## src/verilog/bsx_pkg.sv

```systemverilog
// Constants, opcodes and carrier types for the bit, shift and stack executor.
package bsx_pkg;

	// ==========================================================
	// Bus and memory map
	localparam int unsigned ADDR_W = 12;
	localparam logic [1:0] SEG_CTL = 2'h0;
	localparam logic [1:0] SEG_GPR = 2'h1;
	localparam logic [1:0] SEG_IO = 2'h2;
	localparam logic [1:0] SEG_STK = 2'h3;
	localparam logic [5:0] CTL_CMD = 6'h00;
	localparam logic [5:0] CTL_FLAGS = 6'h01;
	localparam logic [5:0] CTL_SP = 6'h02;
	localparam logic [5:0] CTL_STAT = 6'h03;
	localparam int unsigned GPR_N = 32;
	localparam int unsigned IO_N = 32;
	localparam int unsigned STK_N = 16;
	localparam logic [1:0] RESP_OKAY = 2'h0;
	localparam logic [1:0] RESP_SLVERR = 2'h2;

	// ==========================================================
	// Reset values
	localparam logic [7:0] FLAGS_RST = 8'h00;
	localparam logic [7:0] SP_RST = 8'h0f;
	localparam logic [7:0] BYTE_RST = 8'h00;

	// ==========================================================
	// Command and status word field positions
	localparam int unsigned CMD_OP_LSB = 0;
	localparam int unsigned CMD_RD_LSB = 8;
	localparam int unsigned CMD_BIT_LSB = 16;
	localparam int unsigned CMD_IO_LSB = 24;
	localparam int unsigned STAT_BUSY = 0;
	localparam int unsigned STAT_SLP_LSB = 8;
	localparam int unsigned STAT_WDR_LSB = 16;

	typedef enum logic [4:0] {
		OP_NOP = 5'h00,
		OP_PUSH = 5'h01,
		OP_POP = 5'h02,
		SET_IO_BIT_OP = 5'h03,
		CLEAR_IO_BIT_OP = 5'h04,
		LOGICAL_LEFT_SHIFT_OP = 5'h05,
		LOGICAL_RIGHT_SHIFT_OP = 5'h06,
		ROTATE_LEFT_CARRY_OP = 5'h07,
		ROTATE_RIGHT_CARRY_OP = 5'h08,
		ARITH_RIGHT_SHIFT_OP = 5'h09,
		OP_NIBBLE_SWAP = 5'h0a,
		BIT_TO_TFLAG_OP = 5'h0b,
		TFLAG_TO_BIT_OP = 5'h0c,
		OVERFLOW_FLAG_SET_OP = 5'h0d,
		OVERFLOW_FLAG_CLEAR_OP = 5'h0e,
		HALFCARRY_SET_OP = 5'h0f,
		HALFCARRY_CLEAR_OP = 5'h10,
		SIGN_FLAG_SET_OP = 5'h11,
		SIGN_FLAG_CLEAR_OP = 5'h12,
		OP_SLEEP = 5'h13,
		WATCHDOG_RESTART_OP = 5'h14
	} bsx_op_t;

	// Executor states, Gray coded along idle, first, second.
	typedef enum logic [1:0] {
		ST_IDLE = 2'b00,
		ST_FIRST = 2'b01,
		ST_SECOND = 2'b11
	} bsx_state_t;

	// Status flag register layout, bit 7 down to bit 0.
	typedef struct packed {
		logic i;
		logic t;
		logic h;
		logic s;
		logic v;
		logic n;
		logic z;
		logic c;
	} bsx_flags_t;

	typedef struct packed {
		logic [2:0] io_hi;
		logic [4:0] io_addr;
		logic [4:0] bit_hi;
		logic [2:0] bitsel;
		logic [2:0] rd_hi;
		logic [4:0] rd;
		logic [2:0] op_hi;
		logic [4:0] op;
	} bsx_cmd_t;

	typedef struct packed {
		logic [7:0] result;
		logic wr_reg;
		bsx_flags_t flags;
	} bsx_alu_out_t;

endpackage

```

## src/verilog/bsx_exec.sv

```systemverilog
// AXI4-Lite front end and executor for bit, shift and stack operations.
//
// Overview of operation
// - Push stores a register on the stack in two cycles, flags kept.
// - Pop loads a register from the stack in two cycles, flags kept.
// - I/O bit set forces one I/O bit to one in two cycles, flags kept.
// - I/O bit clear forces one I/O bit to zero in two cycles, flags kept.
// - Rotate left takes C into bit 0, bit 7 into C and sets Z C N V.
// - Rotate right takes C into bit 7, bit 0 into C and sets Z C N V.
// - Bit store copies a register bit to T in one cycle, only T changes.
// - Bit load copies T into a register bit in one cycle, no flag changes.
// - The overflow set and clear operations change only V, in one cycle.
// - Half-carry set and clear operations change only H, in one cycle.
// - The sign set and clear operations change only S, in one cycle.
// - Sleep and watchdog restart pulse their unit in one cycle, no flags.
module bsx_exec (
	input wire logic aclk,
	input wire logic aresetn,
	input wire logic [bsx_pkg::ADDR_W-1:0] s_axi_awaddr,
	input wire logic s_axi_awvalid,
	output logic s_axi_awready,
	input wire logic [31:0] s_axi_wdata,
	input wire logic [3:0] s_axi_wstrb,
	input wire logic s_axi_wvalid,
	output logic s_axi_wready,
	output logic [1:0] s_axi_bresp,
	output logic s_axi_bvalid,
	input wire logic s_axi_bready,
	input wire logic [bsx_pkg::ADDR_W-1:0] s_axi_araddr,
	input wire logic s_axi_arvalid,
	output logic s_axi_arready,
	output logic [31:0] s_axi_rdata,
	output logic [1:0] s_axi_rresp,
	output logic s_axi_rvalid,
	input wire logic s_axi_rready,
	output logic sleep_req,
	output logic watchdog_restart
);
	import bsx_pkg::*;

	// ==========================================================
	// Storage
	logic [7:0] gpr_q [GPR_N];
	logic [7:0] io_q [IO_N];
	logic [7:0] stk_q [STK_N];
	bsx_flags_t status_flag_register_q;
	logic [7:0] sp_q;
	logic [7:0] slp_cnt_q;
	logic [7:0] wdr_cnt_q;
	logic [7:0] io_tmp_q;
	bsx_cmd_t cmd_q;
	bsx_state_t state_q;

	// ==========================================================
	// Write channel capture
	logic [ADDR_W-1:0] waddr_q;
	logic [31:0] wdata_q;
	logic [3:0] wstrb_q;
	logic aw_have_q;
	logic w_have_q;
	logic wr_go;
	logic [1:0] wseg;
	logic [5:0] widx;
	logic wr_lo;

	assign wseg = waddr_q[9:8];
	assign widx = waddr_q[7:2];
	assign wr_lo = wstrb_q[0];
	// Bus writes wait for an idle executor, so no storage sees two writers.
	assign wr_go = aw_have_q && w_have_q && !s_axi_bvalid &&
		(state_q == ST_IDLE);

	always_ff @(posedge aclk) begin
		if (!aresetn) begin
			s_axi_awready <= 1'b1;
			aw_have_q <= 1'b0;
			waddr_q <= '0;
		end else if (s_axi_awvalid && s_axi_awready) begin
			s_axi_awready <= 1'b0;
			aw_have_q <= 1'b1;
			waddr_q <= s_axi_awaddr;
		end else if (s_axi_bvalid && s_axi_bready) begin
			s_axi_awready <= 1'b1;
			aw_have_q <= 1'b0;
		end
	end

	always_ff @(posedge aclk) begin
		if (!aresetn) begin
			s_axi_wready <= 1'b1;
			w_have_q <= 1'b0;
			wdata_q <= '0;
			wstrb_q <= '0;
		end else if (s_axi_wvalid && s_axi_wready) begin
			s_axi_wready <= 1'b0;
			w_have_q <= 1'b1;
			wdata_q <= s_axi_wdata;
			wstrb_q <= s_axi_wstrb;
		end else if (s_axi_bvalid && s_axi_bready) begin
			s_axi_wready <= 1'b1;
			w_have_q <= 1'b0;
		end
	end

	logic wmapped;
	always_comb begin
		wmapped = 1'b1;
		if (wseg == SEG_CTL && widx > CTL_SP) begin
			wmapped = 1'b0;
		end else if (wseg == SEG_GPR && widx >= 6'(GPR_N)) begin
			wmapped = 1'b0;
		end else if (wseg == SEG_IO && widx >= 6'(IO_N)) begin
			wmapped = 1'b0;
		end else if (wseg == SEG_STK && widx >= 6'(STK_N)) begin
			wmapped = 1'b0;
		end
	end

	always_ff @(posedge aclk) begin
		if (!aresetn) begin
			s_axi_bvalid <= 1'b0;
			s_axi_bresp <= RESP_OKAY;
		end else if (wr_go) begin
			s_axi_bvalid <= 1'b1;
			s_axi_bresp <= wmapped ? RESP_OKAY : RESP_SLVERR;
		end else if (s_axi_bready) begin
			s_axi_bvalid <= 1'b0;
		end
	end

	// ==========================================================
	// Executor sequencing
	logic launch;
	logic two_cycle;
	bsx_op_t cur_op;
	bsx_alu_out_t alu_out;

	assign launch = wr_go && wseg == SEG_CTL && widx == CTL_CMD && wr_lo;
	assign cur_op = bsx_op_t'(cmd_q.op);
	assign two_cycle = cur_op == OP_PUSH || cur_op == OP_POP ||
		cur_op == SET_IO_BIT_OP || cur_op == CLEAR_IO_BIT_OP;

	always_ff @(posedge aclk) begin
		if (!aresetn) begin
			cmd_q <= '0;
		end else if (launch) begin
			cmd_q <= bsx_cmd_t'(wdata_q);
		end
	end

	always_ff @(posedge aclk) begin
		if (!aresetn) begin
			state_q <= ST_IDLE;
		end else begin
			unique case (state_q)
				ST_IDLE: state_q <= launch ? ST_FIRST : ST_IDLE;
				ST_FIRST: state_q <= two_cycle ? ST_SECOND : ST_IDLE;
				ST_SECOND: state_q <= ST_IDLE;
				default: state_q <= ST_IDLE;
			endcase
		end
	end

	bsx_alu bsx_alu_inst (
		.op(cur_op),
		.operand(gpr_q[cmd_q.rd]),
		.bitsel(cmd_q.bitsel),
		.flags_in(status_flag_register_q),
		.alu_out(alu_out)
	);

	// ==========================================================
	// Working registers
	always_ff @(posedge aclk) begin
		if (!aresetn) begin
			for (int i = 0; i < GPR_N; i++) begin
				gpr_q[i] <= BYTE_RST;
			end
		end else if (wr_go && wseg == SEG_GPR && wr_lo &&
				widx < 6'(GPR_N)) begin
			gpr_q[widx[4:0]] <= wdata_q[7:0];
		end else if (state_q == ST_FIRST && alu_out.wr_reg) begin
			gpr_q[cmd_q.rd] <= alu_out.result;
		end else if (state_q == ST_SECOND && cur_op == OP_POP) begin
			gpr_q[cmd_q.rd] <= stk_q[sp_q[3:0]];
		end
	end

	// Flags load from the ALU in every first cycle; push, pop and I/O bit ops pass them through unchanged.
	always_ff @(posedge aclk) begin
		if (!aresetn) begin
			status_flag_register_q <= bsx_flags_t'(FLAGS_RST);
		end else if (wr_go && wseg == SEG_CTL && widx == CTL_FLAGS &&
				wr_lo) begin
			status_flag_register_q <= bsx_flags_t'(wdata_q[7:0]);
		end else if (state_q == ST_FIRST) begin
			status_flag_register_q <= alu_out.flags;
		end
	end

	// ==========================================================
	// Stack: push stores then decrements, pop increments then loads.
	always_ff @(posedge aclk) begin
		if (!aresetn) begin
			sp_q <= SP_RST;
		end else if (wr_go && wseg == SEG_CTL && widx == CTL_SP && wr_lo) begin
			sp_q <= wdata_q[7:0];
		end else if (state_q == ST_SECOND && cur_op == OP_PUSH) begin
			sp_q <= sp_q - 8'h01;
		end else if (state_q == ST_FIRST && cur_op == OP_POP) begin
			sp_q <= sp_q + 8'h01;
		end
	end

	always_ff @(posedge aclk) begin
		if (!aresetn) begin
			for (int i = 0; i < STK_N; i++) begin
				stk_q[i] <= BYTE_RST;
			end
		end else if (wr_go && wseg == SEG_STK && wr_lo &&
				widx < 6'(STK_N)) begin
			stk_q[widx[3:0]] <= wdata_q[7:0];
		end else if (state_q == ST_FIRST && cur_op == OP_PUSH) begin
			stk_q[sp_q[3:0]] <= gpr_q[cmd_q.rd];
		end
	end

	// ==========================================================
	// I/O space: first cycle reads, second cycle writes the changed bit.
	always_ff @(posedge aclk) begin
		if (!aresetn) begin
			io_tmp_q <= BYTE_RST;
		end else if (state_q == ST_FIRST) begin
			io_tmp_q <= io_q[cmd_q.io_addr];
		end
	end

	always_ff @(posedge aclk) begin
		if (!aresetn) begin
			for (int i = 0; i < IO_N; i++) begin
				io_q[i] <= BYTE_RST;
			end
		end else if (wr_go && wseg == SEG_IO && wr_lo &&
				widx < 6'(IO_N)) begin
			io_q[widx[4:0]] <= wdata_q[7:0];
		end else if (state_q == ST_SECOND && cur_op == SET_IO_BIT_OP) begin
			io_q[cmd_q.io_addr] <= io_tmp_q | (8'h01 << cmd_q.bitsel);
		end else if (state_q == ST_SECOND && cur_op == CLEAR_IO_BIT_OP) begin
			io_q[cmd_q.io_addr] <= io_tmp_q & ~(8'h01 << cmd_q.bitsel);
		end
	end

	// ==========================================================
	// Sleep and watchdog hand-off pulses with issue counters.
	always_ff @(posedge aclk) begin
		if (!aresetn) begin
			sleep_req <= 1'b0;
			watchdog_restart <= 1'b0;
		end else begin
			sleep_req <= state_q == ST_FIRST && cur_op == OP_SLEEP;
			watchdog_restart <= state_q == ST_FIRST &&
				cur_op == WATCHDOG_RESTART_OP;
		end
	end

	always_ff @(posedge aclk) begin
		if (!aresetn) begin
			slp_cnt_q <= BYTE_RST;
			wdr_cnt_q <= BYTE_RST;
		end else if (state_q == ST_FIRST && cur_op == OP_SLEEP) begin
			slp_cnt_q <= slp_cnt_q + 8'h01;
		end else if (state_q == ST_FIRST && cur_op == WATCHDOG_RESTART_OP) begin
			wdr_cnt_q <= wdr_cnt_q + 8'h01;
		end
	end

	// ==========================================================
	// Read channel
	logic [1:0] rseg;
	logic [5:0] ridx;
	logic [31:0] rd_d;
	logic [1:0] rresp_d;

	assign rseg = s_axi_araddr[9:8];
	assign ridx = s_axi_araddr[7:2];

	always_comb begin
		rd_d = '0;
		rresp_d = RESP_OKAY;
		unique case (rseg)
			SEG_CTL: begin
				if (ridx == CTL_CMD) begin
					rd_d = cmd_q;
				end else if (ridx == CTL_FLAGS) begin
					rd_d[7:0] = status_flag_register_q;
				end else if (ridx == CTL_SP) begin
					rd_d[7:0] = sp_q;
				end else if (ridx == CTL_STAT) begin
					rd_d[STAT_BUSY] = state_q != ST_IDLE;
					rd_d[STAT_SLP_LSB +: 8] = slp_cnt_q;
					rd_d[STAT_WDR_LSB +: 8] = wdr_cnt_q;
				end else begin
					rresp_d = RESP_SLVERR;
				end
			end
			SEG_GPR: begin
				if (ridx < 6'(GPR_N)) begin
					rd_d[7:0] = gpr_q[ridx[4:0]];
				end else begin
					rresp_d = RESP_SLVERR;
				end
			end
			SEG_IO: begin
				if (ridx < 6'(IO_N)) begin
					rd_d[7:0] = io_q[ridx[4:0]];
				end else begin
					rresp_d = RESP_SLVERR;
				end
			end
			SEG_STK: begin
				if (ridx < 6'(STK_N)) begin
					rd_d[7:0] = stk_q[ridx[3:0]];
				end else begin
					rresp_d = RESP_SLVERR;
				end
			end
		endcase
	end

	always_ff @(posedge aclk) begin
		if (!aresetn) begin
			s_axi_arready <= 1'b1;
			s_axi_rvalid <= 1'b0;
			s_axi_rdata <= '0;
			s_axi_rresp <= RESP_OKAY;
		end else if (s_axi_arvalid && s_axi_arready) begin
			s_axi_arready <= 1'b0;
			s_axi_rvalid <= 1'b1;
			s_axi_rdata <= rd_d;
			s_axi_rresp <= rresp_d;
		end else if (s_axi_rvalid && s_axi_rready) begin
			s_axi_arready <= 1'b1;
			s_axi_rvalid <= 1'b0;
		end
	end

endmodule

```

## src/verilog/bsx_alu.sv

```systemverilog
// Single-cycle shift, bit transfer and flag operations on one working byte.
module bsx_alu (
	input wire bsx_pkg::bsx_op_t op,
	input wire logic [7:0] operand,
	input wire logic [2:0] bitsel,
	input wire bsx_pkg::bsx_flags_t flags_in,
	output bsx_pkg::bsx_alu_out_t alu_out
);
	import bsx_pkg::*;

	logic [7:0] res;
	logic cout;
	logic shifted;

	always_comb begin
		alu_out = '0;
		alu_out.flags = flags_in;
		res = operand;
		cout = flags_in.c;
		shifted = 1'b0;
		unique case (op)
			LOGICAL_LEFT_SHIFT_OP: begin
				res = {operand[6:0], 1'b0};
				cout = operand[7];
				shifted = 1'b1;
			end
			LOGICAL_RIGHT_SHIFT_OP: begin
				res = {1'b0, operand[7:1]};
				cout = operand[0];
				shifted = 1'b1;
			end
			ROTATE_LEFT_CARRY_OP: begin
				res = {operand[6:0], flags_in.c};
				cout = operand[7];
				shifted = 1'b1;
			end
			ROTATE_RIGHT_CARRY_OP: begin
				res = {flags_in.c, operand[7:1]};
				cout = operand[0];
				shifted = 1'b1;
			end
			ARITH_RIGHT_SHIFT_OP: begin
				res = {operand[7], operand[7:1]};
				cout = operand[0];
				shifted = 1'b1;
			end
			OP_NIBBLE_SWAP: begin
				res = {operand[3:0], operand[7:4]};
				alu_out.wr_reg = 1'b1;
			end
			BIT_TO_TFLAG_OP: begin
				alu_out.flags.t = operand[bitsel];
			end
			TFLAG_TO_BIT_OP: begin
				res[bitsel] = flags_in.t;
				alu_out.wr_reg = 1'b1;
			end
			OVERFLOW_FLAG_SET_OP: alu_out.flags.v = 1'b1;
			OVERFLOW_FLAG_CLEAR_OP: alu_out.flags.v = 1'b0;
			HALFCARRY_SET_OP: alu_out.flags.h = 1'b1;
			HALFCARRY_CLEAR_OP: alu_out.flags.h = 1'b0;
			SIGN_FLAG_SET_OP: alu_out.flags.s = 1'b1;
			SIGN_FLAG_CLEAR_OP: alu_out.flags.s = 1'b0;
			default: begin
			end
		endcase
		if (shifted) begin
			// Shifts touch Z, C, N and V; V is N exclusive-or C.
			alu_out.wr_reg = 1'b1;
			alu_out.flags.z = (res == 8'h00);
			alu_out.flags.c = cout;
			alu_out.flags.n = res[7];
			alu_out.flags.v = res[7] ^ cout;
		end
		alu_out.result = res;
	end

endmodule

```

## config.mk

```make
export PLATFORM = sky130hd
export DESIGN_NAME = bsx_exec
export DESIGN_NICKNAME = d
export VERILOG_FILES = /design/src/verilog/bsx_pkg.sv /design/src/verilog/bsx_exec.sv /design/src/verilog/bsx_alu.sv
export SDC_FILE = /design/constraint.sdc
export NUM_CORES = 2
export LEC_CHECK = 0
export ABC_AREA = 1
export BUFFER_PORTS_ARGS = -buffer_cell sky130_fd_sc_hd__buf_2
export CORE_MARGIN = 10
export CORE_UTILIZATION = 30
export DETAILED_ROUTE_END_ITERATION = 12
export HOLD_SLACK_MARGIN = 0.15
export PLACE_DENSITY = 0.54
export SKIP_LAST_GASP = 1
export SYNTH_ARGS = -nofsm -noshare
export SYNTH_HDL_FRONTEND = slang
export SYNTH_HIERARCHICAL = 1
export SYNTH_SLANG_ARGS = --single-unit
export TNS_END_PERCENT = 1
```

## constraint.sdc

```tcl
create_clock -name aclk -period 3.65 [get_ports aclk]
set_input_delay 0.1825 -clock aclk [delete_from_list [all_inputs] [get_ports aclk]]
set_output_delay 0.1825 -clock aclk [all_outputs]
set_load 0.03 [all_outputs]
```

---- After elaboration in Yosys (flattened, before gate mapping) ----
Memory sizes are Yosys's and may differ from the RTL's. A register that Yosys moved wholly into a read port is not among the register bits.
Cells that the tools add are included.
storage, ports and cells
  register bits after elaboration ......... 154
  input port bits ......................... 67
  RAM bits ................................ 640
  memories ................................ 3
memories
  memory  words  width  read ports  clocked after memory_dff  write ports  RTL line        source
  gpr_q   32     8      2           1                         32           bsx_exec.sv:43  logic [7:0] gpr_q [GPR_N];
  io_q    32     8      2           1                         32           bsx_exec.sv:44  logic [7:0] io_q [IO_N];
  stk_q   16     8      2           1                         16           bsx_exec.sv:45  logic [7:0] stk_q [STK_N];
operators by class
  bitwise logic cells ..................... 7
  add/subtract/negate cells ............... 4
  shift-type cells ........................ 1
  equality and inequality tests ........... 33
  reduce and logical (&&, ||, !) cells .... 78
  $lt $le $gt $ge ......................... 9
  multiplexer cells ....................... 117
operators with widths
  operator                                             number
  two-way mux 8 bit                                    17
  two-way mux 1 bit                                    63
  one-hot mux 8 bit (7 select lines)                   1
  two-way mux 16 bit                                   3
  two-way mux 24 bit                                   2
  OR reduction 8 bit                                   6
  == test 5 x 4 -> 1 bit (second input constant)       8
  logical AND 1 bit                                    38
  one-hot mux 8 bit (4 select lines)                   1
  two-way mux 5 bit                                    6
  == test 5 bit (second input constant)                5
  adder 8 x 1 -> 8 bit (second input constant)         3
  == test 5 x 3 -> 1 bit (second input constant)       4
  two-way mux 4 bit                                    5
  == test 6 x 2 -> 1 bit (second input constant)       3
  two-way mux 2 bit                                    8
  nonzero test 2 bit                                   8
  two-way mux 7 bit                                    2
  == test 6 x 1 -> 1 bit (second input constant)       2
  zero test 6 bit                                      2
  < comparator 6 x 5 -> 1 bit (second input constant)  2
  < comparator 6 bit (second input constant)           2
  AND reduction 2 bit                                  6
  == test 2 bit (second input constant)                5
  other kinds (31)                                     47

---- Longest topological paths before layout ----
  depth after elaboration ................. 12
  depth in mapped cells ................... 22

---- Modules after synthesis ----
The synthesis kept the hierarchy.
by module, submodules not included
  module    cells an instance  instances  area an instance (um2)  seq. area each (um2)
  bsx_exec  5737               1          44222.4                 22561.6
  bsx_alu   184                1          878.3                   0.0

---- Worst setup path before layout ----
OpenSTA, ideal clock, no wires.
  path type ............................... flip-flop to flip-flop
  start point ............................. register cmd_q, in the netlist cur_op[1]
  end point ............................... memory gpr_q[12][0] (enable)
  clock period less this slack ............ 3.154 ns
  arrival time ............................ 2.770 ns
  stages on the path, launching flop included .. 15
  slack ................................... 0.496 ns
  cell sequence ........................... dfxtp_1 > inv_1 > nor2_4 > nand3_2 > nand2_2 > nor2_4 > nand2_2 > nand2_1 > nand2_2 > buf_4 > inv_2 > o41ai_4 > nand3_4 > buf_4 > o21ai_0
RTL lines
  element                   RTL line         source
  start: declaration        bsx_exec.sv:51   bsx_cmd_t cmd_q;
  start signal: assignment  bsx_exec.sv:147  cmd_q <= bsx_cmd_t'(wdata_q);
  end: declaration          bsx_exec.sv:43

==> flow_summary.ini <==
[placement]
dpl_cell_area_um2 = 48700
dp.cells = 7845
io_buffers = 96
dpl.hpwl_um = 116000
pre_cts_ws_ps = 35.4
globalplace.congestion = 0.929

[status]
violations = setup timing
outcome = complete, but fails checks

[timing]
timing.final.ws_setup_ps = -12.4
final-hold-violation-count = 0
slew_viol_final = 0
fmax_ghz = 0.273
setup_violations = 12
fin_worst_skew_ps = 38.3
slew_headroom_pct = 21.0
setup-tns-final_ps = -80.4
worst_pin_slew_ps = 1180
holdWs_ps = 243
min_period_over_period_pct = 100
min_period_ps = 3660
rsz0062_at_grt = yes

[finish]
area_delta_synth_final_pct = 16.4
finalInstanceArea_um2 = 52500
fin_cells = 8085
layout.nets = 6077
drive_gt1_share_pct = 8.85
final_util_pct = 35.1

[grt]
grt_usage_pct = 20.2
antenna_found_initial = 6
gr-total-overflow = 0
grt_start_max_net_pins = 140
grt_pass1_vias = 39700
grt_pass1_wl_um = 259000

[floorplanning]
core_um2 = 150000
initial_core_util_pct = 30.1
die_y_um = 408
ios = 110
die_w_um = 408
placementRows = 142
die-area_um2 = 166000

[synthesis]
synth_warnings = 6
ys_seq_area_share_pct = 50.0
postSynthCellCount = 5921
synth.avg_cell_area_um2 = 7.62
synth.distinct_cells = 49
muxShareOfSynthArea_pct = 0.178
synth_xor_area_share_pct = 0.0777
synth_top_family_by_area = simple AND/OR/NAND/NOR gates
netlist_area_um2 = 45100
synth-adder-area-share_pct = 0.377
synth-simple-area-share_pct = 26.9
ys_ff_latch = 807
synth_compound_area_share_pct = 14.0

[worst_hold_path]
hold_class = in2reg

[setup_path]
crit_buf_inv = 5
crit_fanout = 35
crit_chain = buf_4, o21bai_1, o221ai_1, nand3_1, nand3_1, and2_1, inv_1, nand2_1, o211ai_1, nand3b_1, nor2_1, inv_1, o211ai_1, o21ai_4, buf_12, nand2_1, inv_1
crit_slowest_cell = dfxtp_4
max_stage_delay_ps = 710
required_ps = 4090
critPathArrivalTime_ps = 4100
cp_common_cell = inv_1
critPathKind = reg2reg
startpoint_type = flip-flop
critical-path-top-delay-family = simple AND/OR/NAND/NOR gates
end_kind = flip-flop

[pwr]
power_density_nw_per_um2 = 421
ir_drop_mv = 0.379
finalPower_mw = 22.1
p_leak_nw = 22.5

[clock_network]
clkLatencyLatePin_ps = 710
cts_sinks = 807
cts.htree.levels = 3
clock_path_buffers = 3
clk_pin_slew_ps = 60
cts-root-buf = clkbuf_16
numCtsBuffers = 88
cts_tree = yes

[run]
cap_viol_max_count = 0

[route]
drtPass1Iterations = 6
dr_total_vias = 42300
ant_nets = 0
viasPerCell = 5.23
wl_um = 176000
detail_route.iter0.violations = 5198
drc = 0
wl_per_cell_um = 21.7
## cell families after synthesis
kind of cell               count (synthesis)
other                                      1
xor gates and xnor gates                   4
buffers and inverters                    981
muxes                                      8
DFF                                      807
and+or+nand+nor                         2988
adders and majority gates                 13
AOI/OAI and AO/OA                       1119
## cell type report
class / count / area, µm²
Fill cell: 15600 / 97100
Sequential cell: 807 / 22600
Multi-Input combinational cell: 4134 / 19000
Timing Repair Buffer: 364 / 3110
Clock buffer: 114 / 2580
Tap cell: 2016 / 2520
Inverter: 602 / 2270
Clock inverter: 47 / 467
Antenna cell: 1 / 2.50
## cells in the mapped netlist (all sizes together)
master,n,share of area [%]
a22oi,8,0.13
buf,95,1.0
a32oi,10,0.19
clkbuf,284,2.4
mux2i,8,0.18
o41ai,1,0.061
fa,1,0.044
xnor2,2,0.039
a211oi,28,0.47
o2111ai,4,0.078
dfxtp,167,7.4
conb,1,0.0083
edfxtp,640,43
o21a,1,0.017
nor3,18,0.20
nor3b,2,0.033
o21ai,523,5.8
clkinv,10,0.083
a21o,1,0.017
nor4,1,0.014
nand2,1680,14
inv,592,4.9
xor2,2,0.039
o22ai,62,0.86
nand4,35,0.49
o211ai,48,0.80
o21bai,46,0.77
nand2b,1,0.014
and2,8,0.11
a31o,1,0.019
nand3,368,4.2
nor2,868,7.7
o221ai,57,1.1
nand3b,7,0.12
a221oi,1,0.019
a31oi,1,0.014
a21oi,327,3.6
ha,12,0.33
## layout by cell type (no fill, tap or decap), drive strengths merged, types with 57 or more instances in the layout
cell / netlist / layout
inv: 592 / 602
nand2: 1680 / 1680
dfxtp: 167 / 167
clkbuf: 284 / 114
nand3: 368 / 368
a21oi: 327 / 327
dlygate4sd3: 0 / 78
o221ai: 57 / 57
o22ai: 62 / 62
buf: 95 / 286
edfxtp: 640 / 640
nor2: 868 / 868
o21ai: 523 / 523
## power breakdown
| part | switching, mW | internal [mW] | total [mW] |
|---|---|---|---|
| registers | 0.187 | 10.2 | 10.4 |
| clock network | 4.02 | 5.51 | 9.53 |
| logic | 1.62 | 0.565 | 2.19 |
## flip-flops by register name (all words and copies together) (netlist names), 2 cells and up, named ones only
signal	count
gpr_q	256
io_q	256
stk_q	128
s_axi_rdata	32
wdata_q	32
cmd_q	27
io_tmp_q	8
slp_cnt_q	8
sp_q	8
status_flag_register_q	8
waddr_q	8
wdr_cnt_q	8
cur_op	5
state_q	2
## path summary, 6_finish.rpt
check             slack [ps]             end  cells past startpoint             from
setup / recovery         -10    gpr_q[26][3]                     17        flip-flop
hold / removal           240  s_axi_rdata[4]                      4  s_axi_araddr[6]
setup reg to reg         -10    gpr_q[26][3]                     17        flip-flop
hold reg to reg          460     wdata_q[23]                      2      wdata_q[23]
## tightest hold or removal path: stages
cell and delay [ps]:
buf_2 250, nand3_1 150, nand3_1 140, a21oi_1 160
## per-layer routing
metal / share of wire, % / global-route usage [%]
met1: 42 / 27.4
met2: 45 / 31.9
met3: 10 / 3.96
met4: 3.6 / 7.19
met5: 0.032 / 0
## timing repair
item | in CTS | in global routing
hold endpoints to repair | 120 | 0
resized for setup | 0 | 1
endpoints found under the setup margin | 0 | 436
setup buffers | 0 | 0
hold buffers | 78 | 0
Power figures use the tool's default switching activity.
